File: src/core/iobl_cfg.svh
// constants for the buffer lockout block: offsets, fields, reset values
`ifndef IOBL_CFG_SVH
`define IOBL_CFG_SVH

`define IOBL_NARROW_W 8
`define IOBL_WIDE_W 36
`define IOBL_NLINES 4
`define IOBL_ADDR_W 15
`define IOBL_INTR_LOC 15'h00F3
`define IOBL_SEL_INTR_BIT 32

`define IOBL_OFF_STATUS 12'h000
`define IOBL_OFF_MASK 12'h004
`define IOBL_OFF_INTEN 12'h008
`define IOBL_OFF_STATE 12'h00C
`define IOBL_OFF_NBUF 12'h010
`define IOBL_OFF_WBUF 12'h014
`define IOBL_OFF_WBUFH 12'h018
`define IOBL_OFF_EFEN 12'h01C

`define IOBL_ST_W 5
`define IOBL_ST_NF1 0
`define IOBL_ST_NF2 1
`define IOBL_ST_WF1 2
`define IOBL_ST_WF2 3
`define IOBL_ST_INT 4
`define IOBL_FLT_W 4

`define IOBL_STATUS_RST 5'h00
`define IOBL_MASK_RST 5'h00

`endif

File: src/core/iobl_pkg.sv
// types shared by the buffer lockout block
package iobl_pkg;
	typedef enum logic [1:0] {IOBL_OP_OUT, IOBL_OP_IN, IOBL_OP_EFN} iobl_op_t;
	typedef enum logic {IOBL_RUN, IOBL_SUSP} iobl_seq_t;
endpackage

File: src/core/iobl_buf_if.sv
// carrier between the top and one buffer controller
`timescale 1ns/1ps
`default_nettype none
interface iobl_buf_if #(parameter int W = 8) ();
	logic op_req;
	logic op_is_in;
	logic [W-1:0] op_wdata;
	logic op_done;
	logic eq_resume;
	logic eq_load;
	logic [W-1:0] eq_data;
	logic [W-1:0] contents;
	logic lock_est;
	logic out_pend;
	logic in_wait;
	logic fault1;
	logic fault2;
	modport ctl (input op_req, op_is_in, op_wdata, eq_resume, eq_load,
		eq_data, output op_done, contents, lock_est, out_pend, in_wait,
		fault1, fault2);
	modport top (output op_req, op_is_in, op_wdata, eq_resume, eq_load,
		eq_data, input op_done, contents, lock_est, out_pend, in_wait,
		fault1, fault2);
endinterface
`default_nettype wire

File: src/core/iobl_buf_ctl.sv
// lockout and read-fault control for one general buffer
`timescale 1ns/1ps
`default_nettype none
module iobl_buf_ctl #(
	parameter int W = 8
) (
	// clock and reset
	input wire logic sys_clk,
	input wire logic resetn,
	// link to top
	iobl_buf_if.ctl bi
);
	if (W < 1) begin : g_chk
		$error("buffer width must be at least one");
	end

	logic [W-1:0] buf_q;
	logic out_pend_q;
	logic data_ok_q;
	logic lock_q;
	logic take_out;
	logic take_in;

	// resume in the same cycle frees the buffer for the new word
	assign take_out = bi.op_req & ~bi.op_is_in & (~out_pend_q | bi.eq_resume);
	assign take_in = bi.op_req & bi.op_is_in & data_ok_q;
	assign bi.op_done = take_out | take_in;
	assign bi.contents = buf_q;
	assign bi.lock_est = lock_q;
	assign bi.out_pend = out_pend_q;
	assign bi.in_wait = ~data_ok_q;
	assign bi.fault1 = bi.eq_load & data_ok_q & ~take_in;
	assign bi.fault2 = bi.eq_load & out_pend_q & ~bi.eq_resume;

	always_ff @(posedge sys_clk) begin
		if (!resetn) begin
			buf_q <= '0;
		end else begin
			if (bi.eq_resume) begin
				buf_q <= '0;
			end
			if (take_in) begin
				buf_q <= '0;
			end
			if (bi.eq_load) begin
				buf_q <= bi.eq_data;
			end
			if (take_out) begin
				buf_q <= bi.op_wdata;
			end
		end
	end

	always_ff @(posedge sys_clk) begin
		if (!resetn) begin
			out_pend_q <= 1'b0;
		end else if (take_out) begin
			out_pend_q <= 1'b1;
		end else if (bi.eq_resume) begin
			out_pend_q <= 1'b0;
		end
	end

	// load wins over a take in the same cycle so no word is lost
	always_ff @(posedge sys_clk) begin
		if (!resetn) begin
			data_ok_q <= 1'b0;
		end else if (bi.eq_load) begin
			data_ok_q <= 1'b1;
		end else if (take_in) begin
			data_ok_q <= 1'b0;
		end
	end

	// established lockout holds the sequencer at the test step
	always_ff @(posedge sys_clk) begin
		if (!resetn) begin
			lock_q <= 1'b0;
		end else begin
			lock_q <= bi.op_req & ~bi.op_done;
		end
	end
endmodule // iobl_buf_ctl
`default_nettype wire

File: src/core/iobl_top.sv
// general buffer lockout, read-fault and program interrupt control
//
// Overview of operation
// - narrow buffer 8 bits, wide 36 bits
// - output waits until buffer reported cleared
// - resume clears buffer and lockout
// - second output before resume establishes lockout
// - halt at test, continue on resume
// - input stalls until data arrived
// - data arrival cancels or releases lockout
// - input: test, copy, clear, initiate, store
// - early data lets input run unstalled
// - input without data establishes lockout
// - read faults halt, never lock out
// - each fault own flag plus combined
// - second data before take is class one
// - data during pending output is class two
// - interrupt suspends and fetches fixed location
// - interrupt line acts only when enabled
`include "iobl_cfg.svh"
`timescale 1ns/1ps
`default_nettype none
module iobl_top import iobl_pkg::*; #(
	parameter int NW = `IOBL_NARROW_W,
	parameter int WW = `IOBL_WIDE_W,
	parameter int NL = `IOBL_NLINES
) (
	// clock and reset
	input wire logic sys_clk,
	input wire logic resetn,
	// apb slave
	input wire logic [11:0] paddr,
	input wire logic psel,
	input wire logic penable,
	input wire logic pwrite,
	input wire logic [31:0] pwdata,
	output logic [31:0] prdata,
	output logic pready,
	output logic pslverr,
	// instruction sequencer
	input wire logic op_req,
	input wire iobl_op_t op_kind,
	input wire logic op_wide,
	input wire logic [WW-1:0] op_wdata,
	output logic op_done,
	output logic [WW-1:0] op_rdata,
	output logic lockout,
	output logic intr_suspend,
	output logic [`IOBL_ADDR_W-1:0] intr_addr,
	input wire logic intr_ack,
	// fault indicators
	output logic [`IOBL_FLT_W-1:0] fault_ind,
	output logic iofault_halt,
	// narrow buffer equipment side
	input wire logic nar_resume,
	input wire logic nar_load,
	input wire logic [NW-1:0] nar_data,
	output logic [NW-1:0] nar_contents,
	// wide buffer equipment side
	input wire logic wid_resume,
	input wire logic wid_load,
	input wire logic [WW-1:0] wid_data,
	output logic [WW-1:0] wid_contents,
	output logic efn_strobe,
	// equipment interrupt lines
	input wire logic [NL-1:0] eq_intr,
	input wire logic [NL-1:0] eq_intr_switch,
	// interrupt to host
	output logic irq
);
	// select-interrupt bit and line enables must fit in the wide buffer
	if (NW < 1 || NW > WW || WW <= `IOBL_SEL_INTR_BIT || WW > 64
		|| NL < 1 || NL > `IOBL_SEL_INTR_BIT) begin : g_chk
		$error("unsupported buffer or line widths");
	end

	function automatic logic hit(input logic [11:0] a,
		input logic [11:0] off);
		return a == off;
	endfunction

	iobl_buf_if #(.W(NW)) nb ();
	iobl_buf_if #(.W(WW)) wb ();

	logic [`IOBL_ST_W-1:0] stat_q;
	logic [`IOBL_ST_W-1:0] stat_set;
	logic [`IOBL_ST_W-1:0] mask_q;
	logic [NL-1:0] inten_q;
	logic [NL-1:0] efen_q;
	logic [NL-1:0] line_en;
	logic [31:0] prdata_q;
	logic [31:0] rd_d;
	logic [WW-1:0] x_q;
	logic [`IOBL_ADDR_W-1:0] iaddr_q;
	logic efn_q;
	logic is_wide;
	logic halt;
	logic wr;
	logic map_hit;
	logic intr_go;
	iobl_seq_t seq_q;

	// buffers the sequencer addresses; function command always uses wide
	assign is_wide = op_wide | (op_kind == IOBL_OP_EFN);
	assign halt = |stat_q[`IOBL_FLT_W-1:0];

	// a fault halts computation: no request reaches either buffer
	always_comb begin
		nb.op_req = op_req & ~halt & ~is_wide;
		nb.op_is_in = op_kind == IOBL_OP_IN;
		nb.op_wdata = op_wdata[NW-1:0];
		nb.eq_resume = nar_resume;
		nb.eq_load = nar_load;
		nb.eq_data = nar_data;
		wb.op_req = op_req & ~halt & is_wide;
		wb.op_is_in = op_kind == IOBL_OP_IN;
		wb.op_wdata = op_wdata;
		wb.eq_resume = wid_resume;
		wb.eq_load = wid_load;
		wb.eq_data = wid_data;
	end

	iobl_buf_ctl #(.W(NW)) u_nar (
		.sys_clk(sys_clk),
		.resetn(resetn),
		.bi(nb)
	);

	iobl_buf_ctl #(.W(WW)) u_wid (
		.sys_clk(sys_clk),
		.resetn(resetn),
		.bi(wb)
	);

	assign op_done = nb.op_done | wb.op_done;
	assign lockout = nb.lock_est | wb.lock_est;
	assign nar_contents = nb.contents;
	assign wid_contents = wb.contents;

	// transfer register: copy taken before the buffer is cleared
	always_ff @(posedge sys_clk) begin
		if (!resetn) begin
			x_q <= '0;
		end else if (nb.op_done & nb.op_is_in) begin
			x_q <= WW'(nb.contents);
		end else if (wb.op_done & wb.op_is_in) begin
			x_q <= wb.contents;
		end
	end
	assign op_rdata = x_q;

	// function command strobe tells equipment to decode the wide buffer
	always_ff @(posedge sys_clk) begin
		if (!resetn) begin
			efn_q <= 1'b0;
		end else begin
			efn_q <= wb.op_done & (op_kind == IOBL_OP_EFN);
		end
	end
	assign efn_strobe = efn_q;

	// select-interrupt bit enables the lines named in the low bits
	always_ff @(posedge sys_clk) begin
		if (!resetn) begin
			efen_q <= '0;
		end else if (wb.op_done & (op_kind == IOBL_OP_EFN)
			& op_wdata[`IOBL_SEL_INTR_BIT]) begin
			efen_q <= efen_q | op_wdata[NL-1:0];
		end
	end

	assign line_en = eq_intr_switch | efen_q | inten_q;
	// suspend only between instructions, never while one is in flight
	assign intr_go = |(eq_intr & line_en) & ~op_req & ~halt;

	always_ff @(posedge sys_clk) begin
		if (!resetn) begin
			seq_q <= IOBL_RUN;
		end else begin
			case (seq_q)
				IOBL_RUN: begin
					if (intr_go) begin
						seq_q <= IOBL_SUSP;
					end
				end
				IOBL_SUSP: begin
					if (intr_ack) begin
						seq_q <= IOBL_RUN;
					end
				end
				default: begin
					seq_q <= IOBL_RUN;
				end
			endcase
		end
	end

	always_ff @(posedge sys_clk) begin
		if (!resetn) begin
			iaddr_q <= '0;
		end else if (seq_q == IOBL_RUN && intr_go) begin
			iaddr_q <= `IOBL_INTR_LOC;
		end
	end
	assign intr_suspend = seq_q == IOBL_SUSP;
	assign intr_addr = iaddr_q;

	// sticky events; a set in the clearing cycle survives
	always_comb begin
		stat_set = '0;
		stat_set[`IOBL_ST_NF1] = nb.fault1;
		stat_set[`IOBL_ST_NF2] = nb.fault2;
		stat_set[`IOBL_ST_WF1] = wb.fault1;
		stat_set[`IOBL_ST_WF2] = wb.fault2;
		stat_set[`IOBL_ST_INT] = seq_q == IOBL_RUN && intr_go;
	end

	assign wr = psel & penable & pwrite;

	always_ff @(posedge sys_clk) begin
		if (!resetn) begin
			stat_q <= `IOBL_STATUS_RST;
		end else if (wr && hit(paddr, `IOBL_OFF_STATUS)) begin
			stat_q <= (stat_q & ~pwdata[`IOBL_ST_W-1:0]) | stat_set;
		end else begin
			stat_q <= stat_q | stat_set;
		end
	end

	always_ff @(posedge sys_clk) begin
		if (!resetn) begin
			mask_q <= `IOBL_MASK_RST;
		end else if (wr && hit(paddr, `IOBL_OFF_MASK)) begin
			mask_q <= pwdata[`IOBL_ST_W-1:0];
		end
	end

	always_ff @(posedge sys_clk) begin
		if (!resetn) begin
			inten_q <= '0;
		end else if (wr && hit(paddr, `IOBL_OFF_INTEN)) begin
			inten_q <= pwdata[NL-1:0];
		end
	end

	// each fault has its own lamp and feeds the combined class-B lamp
	assign fault_ind = stat_q[`IOBL_FLT_W-1:0];
	assign iofault_halt = halt;
	assign irq = |(stat_q & mask_q);

	always_comb begin
		map_hit = 1'b1;
		rd_d = '0;
		case (paddr)
			`IOBL_OFF_STATUS: rd_d = 32'(stat_q);
			`IOBL_OFF_MASK: rd_d = 32'(mask_q);
			`IOBL_OFF_INTEN: rd_d = 32'(inten_q);
			`IOBL_OFF_STATE: rd_d = 32'({wb.in_wait, wb.out_pend,
				wb.lock_est, nb.in_wait, nb.out_pend, nb.lock_est,
				intr_suspend});
			`IOBL_OFF_NBUF: rd_d = 32'(nb.contents);
			`IOBL_OFF_WBUF: rd_d = wb.contents[31:0];
			`IOBL_OFF_WBUFH: rd_d = 32'(wb.contents[WW-1:32]);
			`IOBL_OFF_EFEN: rd_d = 32'(efen_q);
			default: map_hit = 1'b0;
		endcase
	end

	// read data captured in the setup cycle so pready can stay high
	always_ff @(posedge sys_clk) begin
		if (!resetn) begin
			prdata_q <= '0;
		end else if (psel & ~penable & ~pwrite) begin
			prdata_q <= rd_d;
		end
	end
	assign prdata = prdata_q;
	assign pready = 1'b1;
	assign pslverr = psel & penable & ~map_hit;
endmodule // iobl_top
`default_nettype wire

File: config.mk
export PLATFORM = sky130hd
export DESIGN_NAME = iobl_top
export DESIGN_NICKNAME = d
export VERILOG_FILES = /design/src/core/iobl_pkg.sv /design/src/core/iobl_buf_if.sv /design/src/core/iobl_buf_ctl.sv /design/src/core/iobl_top.sv
export VERILOG_INCLUDE_DIRS = /design/src /design/src/core
export SDC_FILE = /design/constraint.sdc
export NUM_CORES = 1
export LEC_CHECK = 0
export ABC_AREA = 1
export BUFFER_PORTS_ARGS = -buffer_cell sky130_fd_sc_hd__clkbuf_2
export CAP_MARGIN = 0
export CORE_MARGIN = 1.5
export CORE_UTILIZATION = 51
export CTS_CLUSTER_DIAMETER = 150
export DETAILED_ROUTE_END_ITERATION = 10
export PLACE_DENSITY = 0.86
export SLEW_MARGIN = 20
export SYNTH_ARGS = -nofsm -noshare
export SYNTH_HDL_FRONTEND = slang
export SYNTH_SLANG_ARGS = --single-unit
File: constraint.sdc
create_clock -name sys_clk -period 2.8 [get_ports sys_clk]
set_input_delay 0.28 -clock sys_clk [delete_from_list [all_inputs] [get_ports sys_clk]]
set_output_delay 0.28 -clock sys_clk [all_outputs]
set_load 0.005 [all_outputs]
Yosys cells after proc, flatten, opt, wreduce, memory -nomap -nowiden
Index checks and enable logic that the tools add are counted.
- memory bits (writable): 0
- memories: 0
- flip-flop bits (word level): 139
- bits in latches: 0
- output and inout bits: 139
- input bits: 146
- word-level logic and storage cells: 135
- ROM bits: 0
- shift-type cells: 0
- order comparisons: 0
- muxes and demuxes: 24
- divide/modulo/power cells: 0
- multiply operators: 0
- bitwise operators: 67
- $add $sub $neg: 0
- reduce and logical (&&, ||, !) cells: 17
- eq/ne operators: 9
- operators by type and width (cell ; number):
    case mux 32 bit (8 select lines) ; 1
    two-way mux 36 bit ; 4
    == test 12 x 5 -> 1 bit (second input constant) ; 4
    two-way mux 8 bit ; 6
    bitwise AND 1 bit ; 32
    == test 12 x 4 -> 1 bit (second input constant) ; 2
    inverter 1 bit ; 19
    == test 12 x 3 -> 1 bit (second input constant) ; 1
    logical NOT 12 bit ; 1
    bitwise OR 4 bit ; 3
    two-way mux 1 bit ; 11
    bitwise AND 5 bit ; 2
    bitwise OR 5 bit ; 2
    nonzero test 2 bit ; 5
    nonzero test 4 bit ; 2
    OR reduction 4 bit ; 2
    OR reduction 8 bit ; 1
    bitwise OR 1 bit ; 7
    two-way mux 5 bit ; 1
    inverter 5 bit ; 1
    OR reduction 5 bit ; 1
    bitwise AND 4 bit ; 1
    logical AND 1 bit ; 4
    == test 2 x 1 -> 1 bit (second input constant) ; 1
    other kinds (3) ; 3

Depth between registers and ports, before layout
- word-level depth: 10
- depth in mapped cells: 10
- gate-level depth less buffers: 10

Hierarchy
Synthesis repeated with hierarchy kept, for this count alone.
- cell total of the unflattened synthesis: 1137
- area total of the unflattened synthesis: 7628.6 µm²
- by module, submodules not included (module ; times used ; seq. area each (µm²) ; area an instance (µm²) ; cells each):
    iobl_top ; 1 ; 1781.7 ; 4281.6 ; 572
    iobl_buf_ctl (u_wid) ; 1 ; 780.7 ; 2620.0 ; 451
    iobl_buf_ctl (u_nar) ; 1 ; 220.2 ; 726.9 ; 114

Worst setup path before layout
No wires, ideal clock.
- path kind: register to output
- start: reg stat_q[1]
- end: out op_done
- required time: 2.520 ns
- path buffers: 2
- arrival time: 1.348 ns
- path slack: 1.172 ns
- stages on the path, launching flop included: 8
- cell sequence: dfxtp_1 nor2_1 nand2_1 nor3_4 nand2_2 buf_2 buf_2 nand4_1
- word-level cells in the longest chain between the ends: 8
- elaborated cells between the ends (all ways): 16
- classes of those cells: 15 x bitwise; 1 x reduce/logical
- RTL lines (item ; RTL line ; RTL):
    from (decl) ; iobl_top.sv:85 ; logic [`IOBL_ST_W-1:0] stat_q;
    from (signal assigned) ; iobl_top.sv:222 ; stat_q <= `IOBL_STATUS_RST;
    from (signal assigned) ; iobl_top.sv:224 ; stat_q <= (stat_q & ~pwdata[`IOBL_ST_W-1:0]) | stat_set;
    from (signal assigned) ; iobl_top.sv:226 ; stat_q <= stat_q | stat_set;
    OR reduction 4 bit (*) ; iobl_top.sv:105 ; assign halt = |stat_q[`IOBL_FLT_W-1:0];
    net iofault_halt ; iobl_top.sv:53 ; output logic iofault_halt,
    inverter 1 bit (*) ; iobl_top.sv:109, iobl_top.sv:115 ;
    bitwise AND 1 bit (*) ; iobl_top.sv:109, iobl_top.sv:115 ;
    bitwise AND 1 bit (on tied branches) ; iobl_top.sv:109, iobl_top.sv:115 ;
    bitwise AND 1 bit (on tied branches) (2 in series) ; iobl_buf_ctl.sv:25, iobl_buf_ctl.sv:26 ;
    bitwise OR 1 bit ; iobl_buf_ctl.sv:27 ; assign bi.op_done = take_out | take_in;
    bitwise OR 1 bit (*) ; iobl_top.sv:135 ; assign op_done = nb.op_done | wb.op_done;
    to (decl) ; iobl_top.sv:45 ; output logic op_done,
The timed path passes the listed nets; every way through them passes the cells marked *.

Worst setup path after layout
- start: reg stat_q[1]
- end: out op_done
- word-level cells in the longest chain between the ends: 8
- elaborated cells between the ends (all ways): 16
- classes of those cells: 15 x bitwise; 1 x reduce/logical
- RTL lines (item ; RTL line):
    OR reduction 4 bit (*) ; iobl_top.sv:105
    inverter 1 bit (*) ; iobl_top.sv:109, iobl_top.sv:115
    bitwise AND 1 bit (*) ; iobl_top.sv:109, iobl_top.sv:115
    bitwise AND 1 bit (on tied branches) ; iobl_top.sv:109, iobl_top.sv:115
    bitwise AND 1 bit (on tied branches) (2 in series) ; iobl_buf_ctl.sv:25, iobl_buf_ctl.sv:26
    bitwise OR 1 bit ; iobl_buf_ctl.sv:27
    bitwise OR 1 bit (*) ; iobl_top.sv:135
Mark *: on every way between the ends. The rest lies on a longest branch, timed or not.

==> reports/metrics.yaml <==
nFillCells: 1042
clock_tree.root_cell: "sky130_fd_sc_hd__clkbuf_16"
drt-wirelength-per-cell_um: 15.4
gp_congestion: 0.911
post_synth_most_frequent_cells: "sky130_fd_sc_hd__nand2_1, sky130_fd_sc_hd__dfxtp_1, sky130_fd_sc_hd__nor2_1"
synth_cells: 907
endpoint_kind: "output pin"
power_density_nw_per_um2: 626
drcViolationCount: 0
synth_edf_count: 0
worstSetupStartpoint: "stat_q[1]"
antennaDiodeCount: 0
cts.sink_count: 139
row_count: 40
fin_setup_tns_ns: 0
cts_repair_resize_count: 0
sequential_element_share_of_the_synthesized_area_pct: 43.9
post-synth-top-area-fraction_pct: 43.9
finalCriticalPeriod_ns: 2.52
synth_cell_type_count: 29
fp.dieArea_sq_um: 13100
worstHoldStart: "intr_ack"
routed-via-count: 7089
max_freq_mhz: 397
result_of_the_run: "finished, final reports clean"
final.setup_skew_ns: 0.0119
area_growth_syn_to_layout_pct: 29.3
synth.yosys.warnings: 0
cell_count_after_placement: 1267
synthMostInstantiatedCell: "sky130_fd_sc_hd__nand2_1"
synth.cell_area_sq_um: 6340
initialDrtViolationCount: 733
floorplan.die.width_um: 115
ys_seq_elements: 139
synthTopCellsByArea: "sky130_fd_sc_hd__dfxtp_1, sky130_fd_sc_hd__nand2_1, sky130_fd_sc_hd__a21oi_1, sky130_fd_sc_hd__nor2_1, sky130_fd_sc_hd__nand4_1"
clock_latency_ns: 0.42
grt_start_max_net_pins: 73
drtAntennaViolNets: 0
timing.final.crit_share_pct: 90.0
numPortBuffers: 247
vias_per_cell: 5.46
post-synth-top-area-cell: "sky130_fd_sc_hd__dfxtp_1"
min-delay-path-class: "input pin to flop"
worst_slew_pin_slew_ns: 0.640
timing.final.setup_violations: 0
maximum_level_of_the_cts_h_tree: 4
async_set_or_reset_register_ratio_after_synthesis_pct: 0
start_kind: "flop"
gr-total-overflow: 0
static_leakage_nw: 3.96
fin_hold_ws_ns: 0.121
core_sq_um: 12100
rsz0062_at_grt: "false"
hold_viol_final: 0
dp_hpwl_mm: 13.9
max_cap_violations: 0
instances_no_fill: 1299
final-max-slew-violation-count: 0
global_route_wire_length_before_repair_mm: 30.6
synth_top_flop_cell: "sky130_fd_sc_hd__dfxtp_1"
cts-buffers-inserted: 17
slew_headroom_pct: 57.3
post_route_cells_drive_above_1_share_pct: 27.1
hold_buffers: 0
die_height_um: 115
cts-root-to-sink-buffers: 2
floorplan.io_pins: 285
cts_setup_buffers: 0
clock_tree_from_tritoncts: "built"
path_class: "flop to output pin"
rr_startpoint: "stat_q[1]"
clk_pin_slew_ns: 0.05
critical_path_peak_fanout: 27
max-vdd-ir-drop_uv: 395
crit_arrival_ns: 2.24
worst-endpoint-required_ns: 2.52
grt_pass1_vias: 6047
total_wirelength_mm: 19.9
power.total_mw: 5.13
syn-mean-instance-area_sq_um: 6.99
drtPass1Iterations: 5
floorplan.initialDensity_pct: 52.6
nNetsFinal: 1264
antenna_found_initial: 0
grt_usage_pct: 29.9
[registers in the layout (all words and copies together) (netlist names)]
name and flops:
op_rdata 36, u_wid.bi.contents 36, prdata 32, u_nar.bi.contents 8
mask_q 5, stat_q 5, efen_q 4, inten_q 4
efn_strobe 1, intr_addr 1, intr_suspend 1, u_nar.bi.lock_est 1
u_nar.bi.out_pend 1, u_nar.data_ok_q 1, u_wid.bi.lock_est 1, u_wid.bi.out_pend 1
u_wid.data_ok_q 1
[cell families (layout without fill, tap and decap cells)]
group	Yosys count	count (layout)	synth area share, %
AND/OR/NAND/NOR	447	447	31.1
AO/OA/AOI/OAI	198	198	15.9
flip-flops	139	139	43.9
buffers and inverters	121	337	9.06
other	2	10	0.118
[final timing paths]
path                   to  slack (ns)  cells past startpoint
max               op_done        0.28                      6
min          intr_suspend        0.12                      4
max reg2reg  op_rdata[23]        0.66                      7
min reg2reg     prdata[4]        0.47                      2
[per-stage QoR]
stage	area [sq um]	util, %	setup WS [ns]
finish	8200	68.0	0.281
floorplan	6370	-	1.17
CTS	8200	68.0	0.289
global placement	7560	62.7	0.727
detailed placement	7560	62.7	0.724
global route	8200	68.0	0.122
[routing by layer]
metal	part of all wire (%)	wire, um	vias up	GRT usage [%]
met5	0	0	-	0
met4	3.0	590	0	12.8
met3	9.1	1810	48	6.35
met1	40	8030	3174	37.5
li1	-	-	3460	-
met2	48	9500	407	49.5
[cells in the final DEF, fill, tap and decap left out]
cell type and n:
sky130_fd_sc_hd__nand4_1 49, sky130_fd_sc_hd__nor2_2 3, sky130_fd_sc_hd__nor3_2 2, sky130_fd_sc_hd__dfxtp_1 139, sky130_fd_sc_hd__buf_4 13, sky130_fd_sc_hd__clkinv_1 2
sky130_fd_sc_hd__inv_2 2, sky130_fd_sc_hd__o22ai_1 2, sky130_fd_sc_hd__nand3_1 49, sky130_fd_sc_hd__clkbuf_2 247, sky130_fd_sc_hd__nand2_2 2, sky130_fd_sc_hd__nor2_1 111
sky130_fd_sc_hd__nor3_1 40, sky130_fd_sc_hd__clkinvlp_4 1, sky130_fd_sc_hd__or2_1 1, sky130_fd_sc_hd__clkinv_2 2, sky130_fd_sc_hd__bufinv_16 4, sky130_fd_sc_hd__o21ai_1 32
sky130_fd_sc_hd__clkinv_4 3, sky130_fd_sc_hd__o21ai_0 60, sky130_fd_sc_hd__buf_12 2, sky130_fd_sc_hd__clkbuf_1 2, sky130_fd_sc_hd__a221oi_1 1, sky130_fd_sc_hd__nand2_1 184
sky130_fd_sc_hd__o31ai_1 4, sky130_fd_sc_hd__nand3_2 1, sky130_fd_sc_hd__clkbuf_8 3, sky130_fd_sc_hd__nor3_4 2, sky130_fd_sc_hd__nand3b_1 1, sky130_fd_sc_hd__clkbuf_16 17
sky130_fd_sc_hd__inv_1 39, sky130_fd_sc_hd__conb_1 10, sky130_fd_sc_hd__or2_2 1, sky130_fd_sc_hd__a21oi_1 99, sky130_fd_sc_hd__nand3_4 1
[power breakdown]
group	switching, mW	internal (mW)	total [mW]
Combinational	0.332	0.235	0.567
Clock	0.831	1.56	2.39
Sequential	0.0992	2.07	2.17
[critical path, cell delays in order, from the launching register on]
cell                       delay, ns
sky130_fd_sc_hd__dfxtp_1        0.37
sky130_fd_sc_hd__nor2_1         0.12
sky130_fd_sc_hd__nand2_1        0.16
sky130_fd_sc_hd__nor3_2         0.33
sky130_fd_sc_hd__nand3_2        0.46
sky130_fd_sc_hd__nand4_1        0.24
sky130_fd_sc_hd__clkbuf_2       0.14
[cell type report]
| class | instances | area (sq um) | area share (%) |
|---|---|---|---|
| timing repair buffer | 262 | 1370 | 16.8 |
| clock inverter | 10 | 164 | 2.00 |
| tap | 168 | 210 | 2.56 |
| inverter | 43 | 161 | 1.97 |
| clock buffer | 22 | 474 | 5.78 |
| multi-input combinational | 655 | 3040 | 37.0 |
| sequential | 139 | 2780 | 33.9 |
(Power assumes the default switching activity.)
